[config.mk]
export PLATFORM = sky130hd
export DESIGN_NAME = mas_master_scaling
export DESIGN_NICKNAME = d
export VERILOG_FILES = /design/src/common/mas_pkg.sv /design/src/logic/mas_master_scaling.sv
export VERILOG_INCLUDE_DIRS = /design/src /design/src/common
export SDC_FILE = /design/constraint.sdc
export NUM_CORES = 2
export LEC_CHECK = 0
export ABC_AREA = 1
export BUFFER_PORTS_ARGS = -buffer_cell sky130_fd_sc_hd__buf_4
export CAP_MARGIN = 40
export CORE_ASPECT_RATIO = 0.75
export CORE_MARGIN = 1
export CORE_UTILIZATION = 65
export DETAILED_ROUTE_END_ITERATION = 10
export PLACE_DENSITY_LB_ADDON = 0.2
export SLEW_MARGIN = 20
export SYNTH_ARGS = -nofsm -noshare
export SYNTH_HDL_FRONTEND = slang
export SYNTH_SLANG_ARGS = --single-unit
[constraint.sdc]
create_clock -name mclk -period 7.85 [get_ports mclk]
set_input_delay 2.355 -clock mclk [delete_from_list [all_inputs] [get_ports mclk]]
set_output_delay 2.355 -clock mclk [all_outputs]
set_load 0.02 [all_outputs]
[src/common/mas_regs.svh]
// Purpose: register map, field positions, reset values and timing counts of the master axis scaling block
// Assumes: 32-bit avalon-mm slave, byte addresses, one aligned word per register
// Notes:   definitions only
`ifndef MAS_REGS_SVH
`define MAS_REGS_SVH

// ==========================================================
// register byte offsets
`define MAS_ADDR_W          5
`define MAS_OFS_SOURCE      5'h00
`define MAS_OFS_NUMERATOR   5'h04
`define MAS_OFS_DENOMINATOR 5'h08
`define MAS_OFS_STATUS      5'h0C
`define MAS_OFS_WHOLE_REV   5'h10
`define MAS_OFS_FRACTION    5'h14
`define MAS_OFS_USER_POS    5'h18
`define MAS_OFS_FLAG_SET    5'h1C

// ==========================================================
// fields
`define MAS_SRC_SEL_LSB     0
`define MAS_SRC_ABS_MODE    4
`define MAS_STAT_ABS_OK     0
`define MAS_STAT_HOME_SET   1
`define MAS_STAT_BUSY       2

// ==========================================================
// reset values and limits
`define MAS_RST_SOURCE      2'h1
`define MAS_RST_NUMERATOR   16'h0001
`define MAS_RST_DENOMINATOR 16'h0001
`define MAS_SRC_MIN         2'h1
`define MAS_SRC_MAX         2'h3
`define MAS_WRAP_HI         16'hC000
`define MAS_WRAP_LO         16'h4000
`define MAS_DIV_STEPS       7'h40

`endif

[src/common/mas_pkg.sv]
// Purpose: types shared by the master axis scaling block
// Assumes: mas_regs.svh holds the numbers
// Notes:   none
package mas_pkg;

	typedef enum logic [0:0] {
		MAS_DIV_IDLE,
		MAS_DIV_RUN
	} mas_div_state_type;

	typedef struct packed {
		logic [2:0][15:0]  sync1;
		logic [2:0][15:0]  sync2;
		logic [1:0]        source_sel;
		logic              abs_mode;
		logic signed [15:0] numerator;
		logic [15:0]       denominator;
		logic              abs_ok;
		logic              home_set;
		logic              frac_valid;
		logic [1:0]        frac_fill;
		logic [15:0]       fraction;
		logic signed [31:0] whole_rev;
		mas_div_state_type div_state;
		logic [6:0]        div_count;
		logic              div_neg;
		logic [63:0]       div_quot;
		logic [16:0]       div_rem;
		logic [15:0]       div_den;
		logic [31:0]       user_pos;
		logic              waitrequest;
		logic [31:0]       readdata;
	} mas_state_type;

endpackage

[src/logic/mas_master_scaling.sv]
// Purpose: master axis position tracking and scaling into master user units
// Assumes: fraction inputs come from feedback modules in three option slots, asynchronous to mclk
// Notes:   user position is signed 16.16 user units, refreshed every 65 clocks
//
// The register addresses and the Avalon-MM slave port were decided locally.
`include "mas_regs.svh"

// Functional notes
// - whole master revolutions since power-up are readable, never writable.
// - sub-revolution position in 1/65536 revolution steps is readable, never writable.
// - feedback source selects option slot 1, 2 or 3 only; drive input refused.
// - a user program may read but not write the feedback source.
// - numerator setting gives master user units per denominator revolutions.
// - denominator setting divides, so units equal revs times numerator over denominator.
// - writing either scaling setting clears position valid, and home flag for absolute encoders.
module mas_master_scaling
	import mas_pkg::*;
(
	// clock and reset
	input  wire logic                   mclk,
	input  wire logic                   reset_n,
	// avalon-mm slave
	input  wire logic [`MAS_ADDR_W-1:0] avs_address,
	input  wire logic                   avs_read,
	input  wire logic                   avs_write,
	input  wire logic [31:0]            avs_writedata,
	input  wire logic                   avs_program_access,
	output logic      [31:0]            avs_readdata,
	output logic                        avs_waitrequest,
	// feedback module fraction positions, slots 1 to 3
	input  wire logic [15:0]            slot1_fraction,
	input  wire logic [15:0]            slot2_fraction,
	input  wire logic [15:0]            slot3_fraction,
	// status out
	output logic                        abs_position_ok,
	output logic                        home_reference_set,
	output logic      [31:0]            master_user_position
);

	// ==========================================================
	// state
	mas_state_type st_r;
	mas_state_type st_nxt;
	logic          fire;
	logic          wr_fire;
	logic [15:0]   sel_frac;
	logic [63:0]   product;
	logic [16:0]   rem_shift;

	function automatic logic [63:0] mag64(input logic [63:0] v);
		mag64 = v[63] ? (~v + 64'h0000_0000_0000_0001) : v;
	endfunction

	// request is answered on the cycle its waitrequest is low
	assign fire     = (avs_read | avs_write) & ~st_r.waitrequest;
	assign wr_fire  = avs_write & ~st_r.waitrequest;
	assign sel_frac = st_r.sync2[st_r.source_sel - 2'h1];
	// both operands widened first so the product keeps all 64 bits
	assign product  = 64'($signed({st_r.whole_rev, st_r.fraction})) * 64'(st_r.numerator);
	assign rem_shift = {st_r.div_rem[15:0], st_r.div_quot[63]};

	always_comb begin
		st_nxt = st_r;
		// ======================================================
		// pin synchronisers
		// limitation: a word that changes close to mclk can tear, so the slot must hold it steady
		st_nxt.sync1 = {slot3_fraction, slot2_fraction, slot1_fraction};
		st_nxt.sync2 = st_r.sync1;

		// ======================================================
		// position tracking
		st_nxt.fraction   = sel_frac;
		// synchroniser reset values are not encoder data, so wrap checks wait for a real sample
		if (st_r.frac_fill != 2'h3) begin
			st_nxt.frac_fill = st_r.frac_fill + 2'h1;
		end
		st_nxt.frac_valid = (st_r.frac_fill == 2'h3);
		if (st_r.frac_valid) begin
			if (st_r.fraction >= `MAS_WRAP_HI && sel_frac < `MAS_WRAP_LO) begin
				st_nxt.whole_rev = st_r.whole_rev + 32'sh0000_0001;
			end else if (st_r.fraction < `MAS_WRAP_LO && sel_frac >= `MAS_WRAP_HI) begin
				st_nxt.whole_rev = st_r.whole_rev - 32'sh0000_0001;
			end
		end

		// ======================================================
		// scaling divider, restoring, one quotient bit per clock
		case (st_r.div_state)
			MAS_DIV_IDLE: begin
				st_nxt.div_quot  = mag64(product);
				st_nxt.div_neg   = product[63];
				st_nxt.div_den   = st_r.denominator;
				st_nxt.div_rem   = 17'h0_0000;
				st_nxt.div_count = `MAS_DIV_STEPS;
				st_nxt.div_state = MAS_DIV_RUN;
			end
			MAS_DIV_RUN: begin
				if (rem_shift >= {1'b0, st_r.div_den}) begin
					st_nxt.div_rem = rem_shift - {1'b0, st_r.div_den};
					st_nxt.div_quot = {st_r.div_quot[62:0], 1'b1};
				end else begin
					st_nxt.div_rem = rem_shift;
					st_nxt.div_quot = {st_r.div_quot[62:0], 1'b0};
				end
				st_nxt.div_count = st_r.div_count - 7'h01;
				if (st_r.div_count == 7'h01) begin
					st_nxt.div_state = MAS_DIV_IDLE;
				end
			end
			default: begin
				st_nxt.div_state = MAS_DIV_IDLE;
			end
		endcase
		if (st_r.div_state == MAS_DIV_IDLE) begin
			st_nxt.user_pos = st_r.div_neg ? (~st_r.div_quot[31:0] + 32'h0000_0001) : st_r.div_quot[31:0];
		end

		// ======================================================
		// bus slave: one wait cycle, then answer
		st_nxt.waitrequest = ~((avs_read | avs_write) & st_r.waitrequest);
		st_nxt.readdata    = 32'h0000_0000;
		if ((avs_read | avs_write) & st_r.waitrequest) begin
			case (avs_address)
				`MAS_OFS_SOURCE:      st_nxt.readdata = {27'h0, st_r.abs_mode, 2'h0, st_r.source_sel};
				`MAS_OFS_NUMERATOR:   st_nxt.readdata = 32'(st_r.numerator);
				`MAS_OFS_DENOMINATOR: st_nxt.readdata = {16'h0000, st_r.denominator};
				`MAS_OFS_STATUS:      st_nxt.readdata = {29'h0, st_r.div_state == MAS_DIV_RUN,
				                                           st_r.home_set, st_r.abs_ok};
				`MAS_OFS_WHOLE_REV:   st_nxt.readdata = st_r.whole_rev;
				`MAS_OFS_FRACTION:    st_nxt.readdata = {16'h0000, st_r.fraction};
				`MAS_OFS_USER_POS:    st_nxt.readdata = st_r.user_pos;
				default:              st_nxt.readdata = 32'h0000_0000;
			endcase
		end
		if (wr_fire) begin
			case (avs_address)
				`MAS_OFS_SOURCE: begin
					// a program may only read the source; slot values outside 1..3 are dropped
					if (!avs_program_access) begin
						if (avs_writedata[1:0] >= `MAS_SRC_MIN) begin
							st_nxt.source_sel = avs_writedata[1:0];
							// another slot's word is a new image, not travel: no wrap from the jump
							st_nxt.frac_fill  = 2'h0;
							st_nxt.frac_valid = 1'b0;
						end
						st_nxt.abs_mode = avs_writedata[`MAS_SRC_ABS_MODE];
					end
				end
				`MAS_OFS_NUMERATOR: begin
					st_nxt.numerator = avs_writedata[15:0];
					st_nxt.abs_ok    = 1'b0;
					if (st_r.abs_mode) begin
						st_nxt.home_set = 1'b0;
					end
				end
				`MAS_OFS_DENOMINATOR: begin
					// zero would leave the scale undefined, so it is ignored
					if (avs_writedata[15:0] != 16'h0000) begin
						st_nxt.denominator = avs_writedata[15:0];
					end
					st_nxt.abs_ok = 1'b0;
					if (st_r.abs_mode) begin
						st_nxt.home_set = 1'b0;
					end
				end
				`MAS_OFS_FLAG_SET: begin
					// homing logic reports completion here
					if (avs_writedata[`MAS_STAT_ABS_OK]) begin
						st_nxt.abs_ok = 1'b1;
					end
					if (avs_writedata[`MAS_STAT_HOME_SET]) begin
						st_nxt.home_set = 1'b1;
					end
				end
				default: begin
				end
			endcase
		end
	end

	always_ff @(posedge mclk or negedge reset_n) begin
		if (!reset_n) begin
			st_r             <= '0;
			st_r.source_sel  <= `MAS_RST_SOURCE;
			st_r.numerator   <= `MAS_RST_NUMERATOR;
			st_r.denominator <= `MAS_RST_DENOMINATOR;
			st_r.div_den     <= `MAS_RST_DENOMINATOR;
			st_r.waitrequest <= 1'b1;
			st_r.div_state   <= MAS_DIV_IDLE;
		end else begin
			st_r <= st_nxt;
		end
	end

	assign avs_readdata         = st_r.readdata;
	assign avs_waitrequest      = st_r.waitrequest;
	assign abs_position_ok      = st_r.abs_ok;
	assign home_reference_set   = st_r.home_set;
	assign master_user_position = st_r.user_pos;
endmodule

==> metrics.md <==
| Metric | Value |
|---|---|
| Status | `finished, final reports clean` |
| GPL Wtd Cong | `1.05` |
| Most frequent CP cell | `nand2_1` |
| Sequential fraction of the synthesis area | `18.7%` |
| Layout cells sized above 1 | `7.20%` |
| Detailed Routing Iterations Pass 1 | `7` |
| Startpoint Class | `register` |
| Fmax | `0.134 GHz` |
| Sequential Area | `0.00888 mm^2` |
| Total overflow reported by the global router | `0` |
| Number of synthesized flops with an enable pin | `0` |
| Vias in the first global route | `41098` |
| Die area | `0.0739 mm^2` |
| Fin crit share | `95.0%` |
| CTS tree | `built` |
| TritonCTS Buffers | `37` |
| DR iter-0 viols | `4450` |
| Max clock buf depth | `3` |
| Reg2Reg Setup Slack | `0.39 ns` |
| Critical path's largest stage delay | `0.90 ns` |
| Root buf cell | `clkbuf_16` |
| Die width | `314 um` |
| Height of the die | `236 um` |
| First-pass GRT wire length | `230000 um` |
| Post-DRT Antenna Nets | `0` |
| Synth Cell Area | `0.0473 mm^2` |
| Area growth syn-to-layout | `7.79%` |
| CP max FO | `15` |
| DRT Wirelength | `145000 um` |
| Fin Clk Skew | `0.0459 ns` |
| Mapped Cells | `6425` |
| Initial antenna violation count | `7` |
| Nets | `7445` |
| Worst hold path class | `reg -> reg` |
| Avg WL per Cell | `19.4 um` |
| Ys flop type | `dfrtp_1` |
| Number of cells on the worst reg-to-reg path | `27` |
| Critical Path End Type | `register` |
| Max Slew Vio Count | `0` |
| Filler cells | `5784` |
| Number of remaining DRC errors | `0` |
| Footprint of the multi-input gates | `0.0308 mm^2` |
| Clk sink count | `354` |
| CTS H-tree lvls | `2` |
| Vias/cell | `5.48` |
| Period minus WS final | `7.46 ns` |
| Final hold violation count | `0` |
| GRT Util Overall | `40.8%` |
| Worst Path Class, Setup | `reg -> reg` |
| Core footprint | `0.0719 mm^2` |
| CP max stage cell | `dfrtp_1` |
| Net Count, Synth | `7423` |
| Async SR Flop Fraction | `100%` |
| Synth Area per Inst | `7.37 um^2` |
| CTS clk-pin slew, worst paths | `0.09 ns` |
| Port Buffers | `140` |
| Worst slew margin | `34.6%` |
| Hold Buf Count CTS | `0` |
| FF+latch count, synth | `354` |
| DP HPWL | `116000 um` |
| Initial core utilization | `65.9%` |
| Library cells used by synthesis | `59` |
| Standard-cell rows | `85` |
| Setup total negative slack | `0 ns` |
| Crit path DAT | `7.93 ns` |
| Hold Path Depth | `0` |
| Via count | `40770` |
| Largest net degree at the start of global routing | `158` |
| Ys Warns | `0` |
| RSZ-0062 raised after global routing | `no` |
| Final setup viols | `0` |
| Max_cap viols | `0` |
| Req. time, crit path | `8.32 ns` |
| Worst-Skew Late Latency | `0.62 ns` |
| IO Pins | `157` |
| Worst Max-Slew Pin Slew | `0.981 ns` |
logic make-up (layout without fill, tap and decap cells):
family	Yosys count	in the layout	synth area share, %
and+or+nand+nor	2596	2596	22.3
xor gates and xnor gates	98	98	1.84
other	0	2	0
DFF	354	354	18.7
adders and majority gates	908	908	35.3
AOI/OAI and AO/OA	483	483	5.56
buffers and inverters	1986	2035	16.3
registers in the layout, summed over array words and instances, names as in the netlist:
| signal | cells |
|---|---|
| home_reference_set | 1 |
| abs_position_ok | 1 |
| avs_readdata | 32 |
| st_r | 222 |
| master_user_position | 32 |
| st_nxt | 48 |
| avs_waitrequest | 1 |
| rem_shift | 17 |
per-stage QoR:
step / area, um^2 / util, % / instances / hold WS [ns] / setup WS, ns
after CTS: 50900 / 70.8 / 7423 / 0.336 / 0.259
after global routing: 51000 / 71.0 / 7431 / 0.354 / 0.0176
after floorplan: 47300 / - / 6425 / 0.331 / 1.39
after detailed placement: 49600 / 69.0 / 7357 / 0.335 / 0.279
after global placement: 49500 / 68.9 / 7352 / 0.332 / 0.224
final: 51000 / 71.0 / 7433 / 0.323 / 0.390
cell type report:
cell class / instances / share of cell area, %
clock buffer: 46 / 2.04
clock inverter: 20 / 0.476
antenna: 2 / 0.00981
timing repair buffer: 305 / 5.17
inverter: 1664 / 12.2
multi-input combinational: 4085 / 60.3
tap: 957 / 2.35
sequential: 354 / 17.4
worst max-delay path, delay by kind of cell (launching register included):
family | cells | cell delay (ns)
fa+ha+maj | 7 | 3.35
buf+inv | 3 | 0.14
flops | 1 | 0.90
simple gates | 17 | 2.93
Yosys cell counts, types with 29 or more instances:
cell type,n,area share (%)
nand2_1,1901,15
inv_1,1655,13
fa_1,712,30
dfrtp_1,349,18
nor2_1,321,2.5
o21ai_0,228,2.4
clkbuf_1,224,1.8
ha_1,196,5.2
nand3_1,165,1.7
a21oi_1,142,1.5
buf_4,66,1.0
nand4_1,64,0.85
xor2_1,53,0.98
xnor2_1,43,0.80
nor3_1,37,0.39
nor2_2,29,0.38
per-layer routing:
layer	part of all wire, %	global-route usage [%]	up-vias
met5	0.084	0	-
met4	4.4	16.3	8
met3	13	12.8	335
met2	42	59.3	2359
met1	40	56.9	19418
li1	-	-	18650
what timing repair did:
item,in CTS,in global routing
hold endpoints to repair,0,0
buffers inserted,0,0
gates resized for setup,0,8
setup endpoints to repair,0,35
path summary, 6_finish.rpt:
path,start,end
max,st_r[212],rem_shift[0]
min,st_nxt[287],st_r[287]
max reg2reg,st_r[212],rem_shift[0]
min reg2reg,st_nxt[287],st_r[287]
max in group asynchronous,reset_n,st_r[170]
min in group asynchronous,reset_n,st_r[181]
cells in the final DEF (no fill, tap or decap), drive strengths merged, types with 142 or more instances in the layout:
cell type | netlist | layout
nand2 | 1912 | 1912
inv | 1659 | 1662
fa | 712 | 712
nor2 | 351 | 351
dfrtp | 349 | 349
buf | 97 | 305
o21ai | 247 | 247
ha | 196 | 196
nand3 | 174 | 174
a21oi | 142 | 142
Power is left out: the tool's default activity adds up to more than one toggle a clock period on the data nets, which glitch-free logic cannot reach.
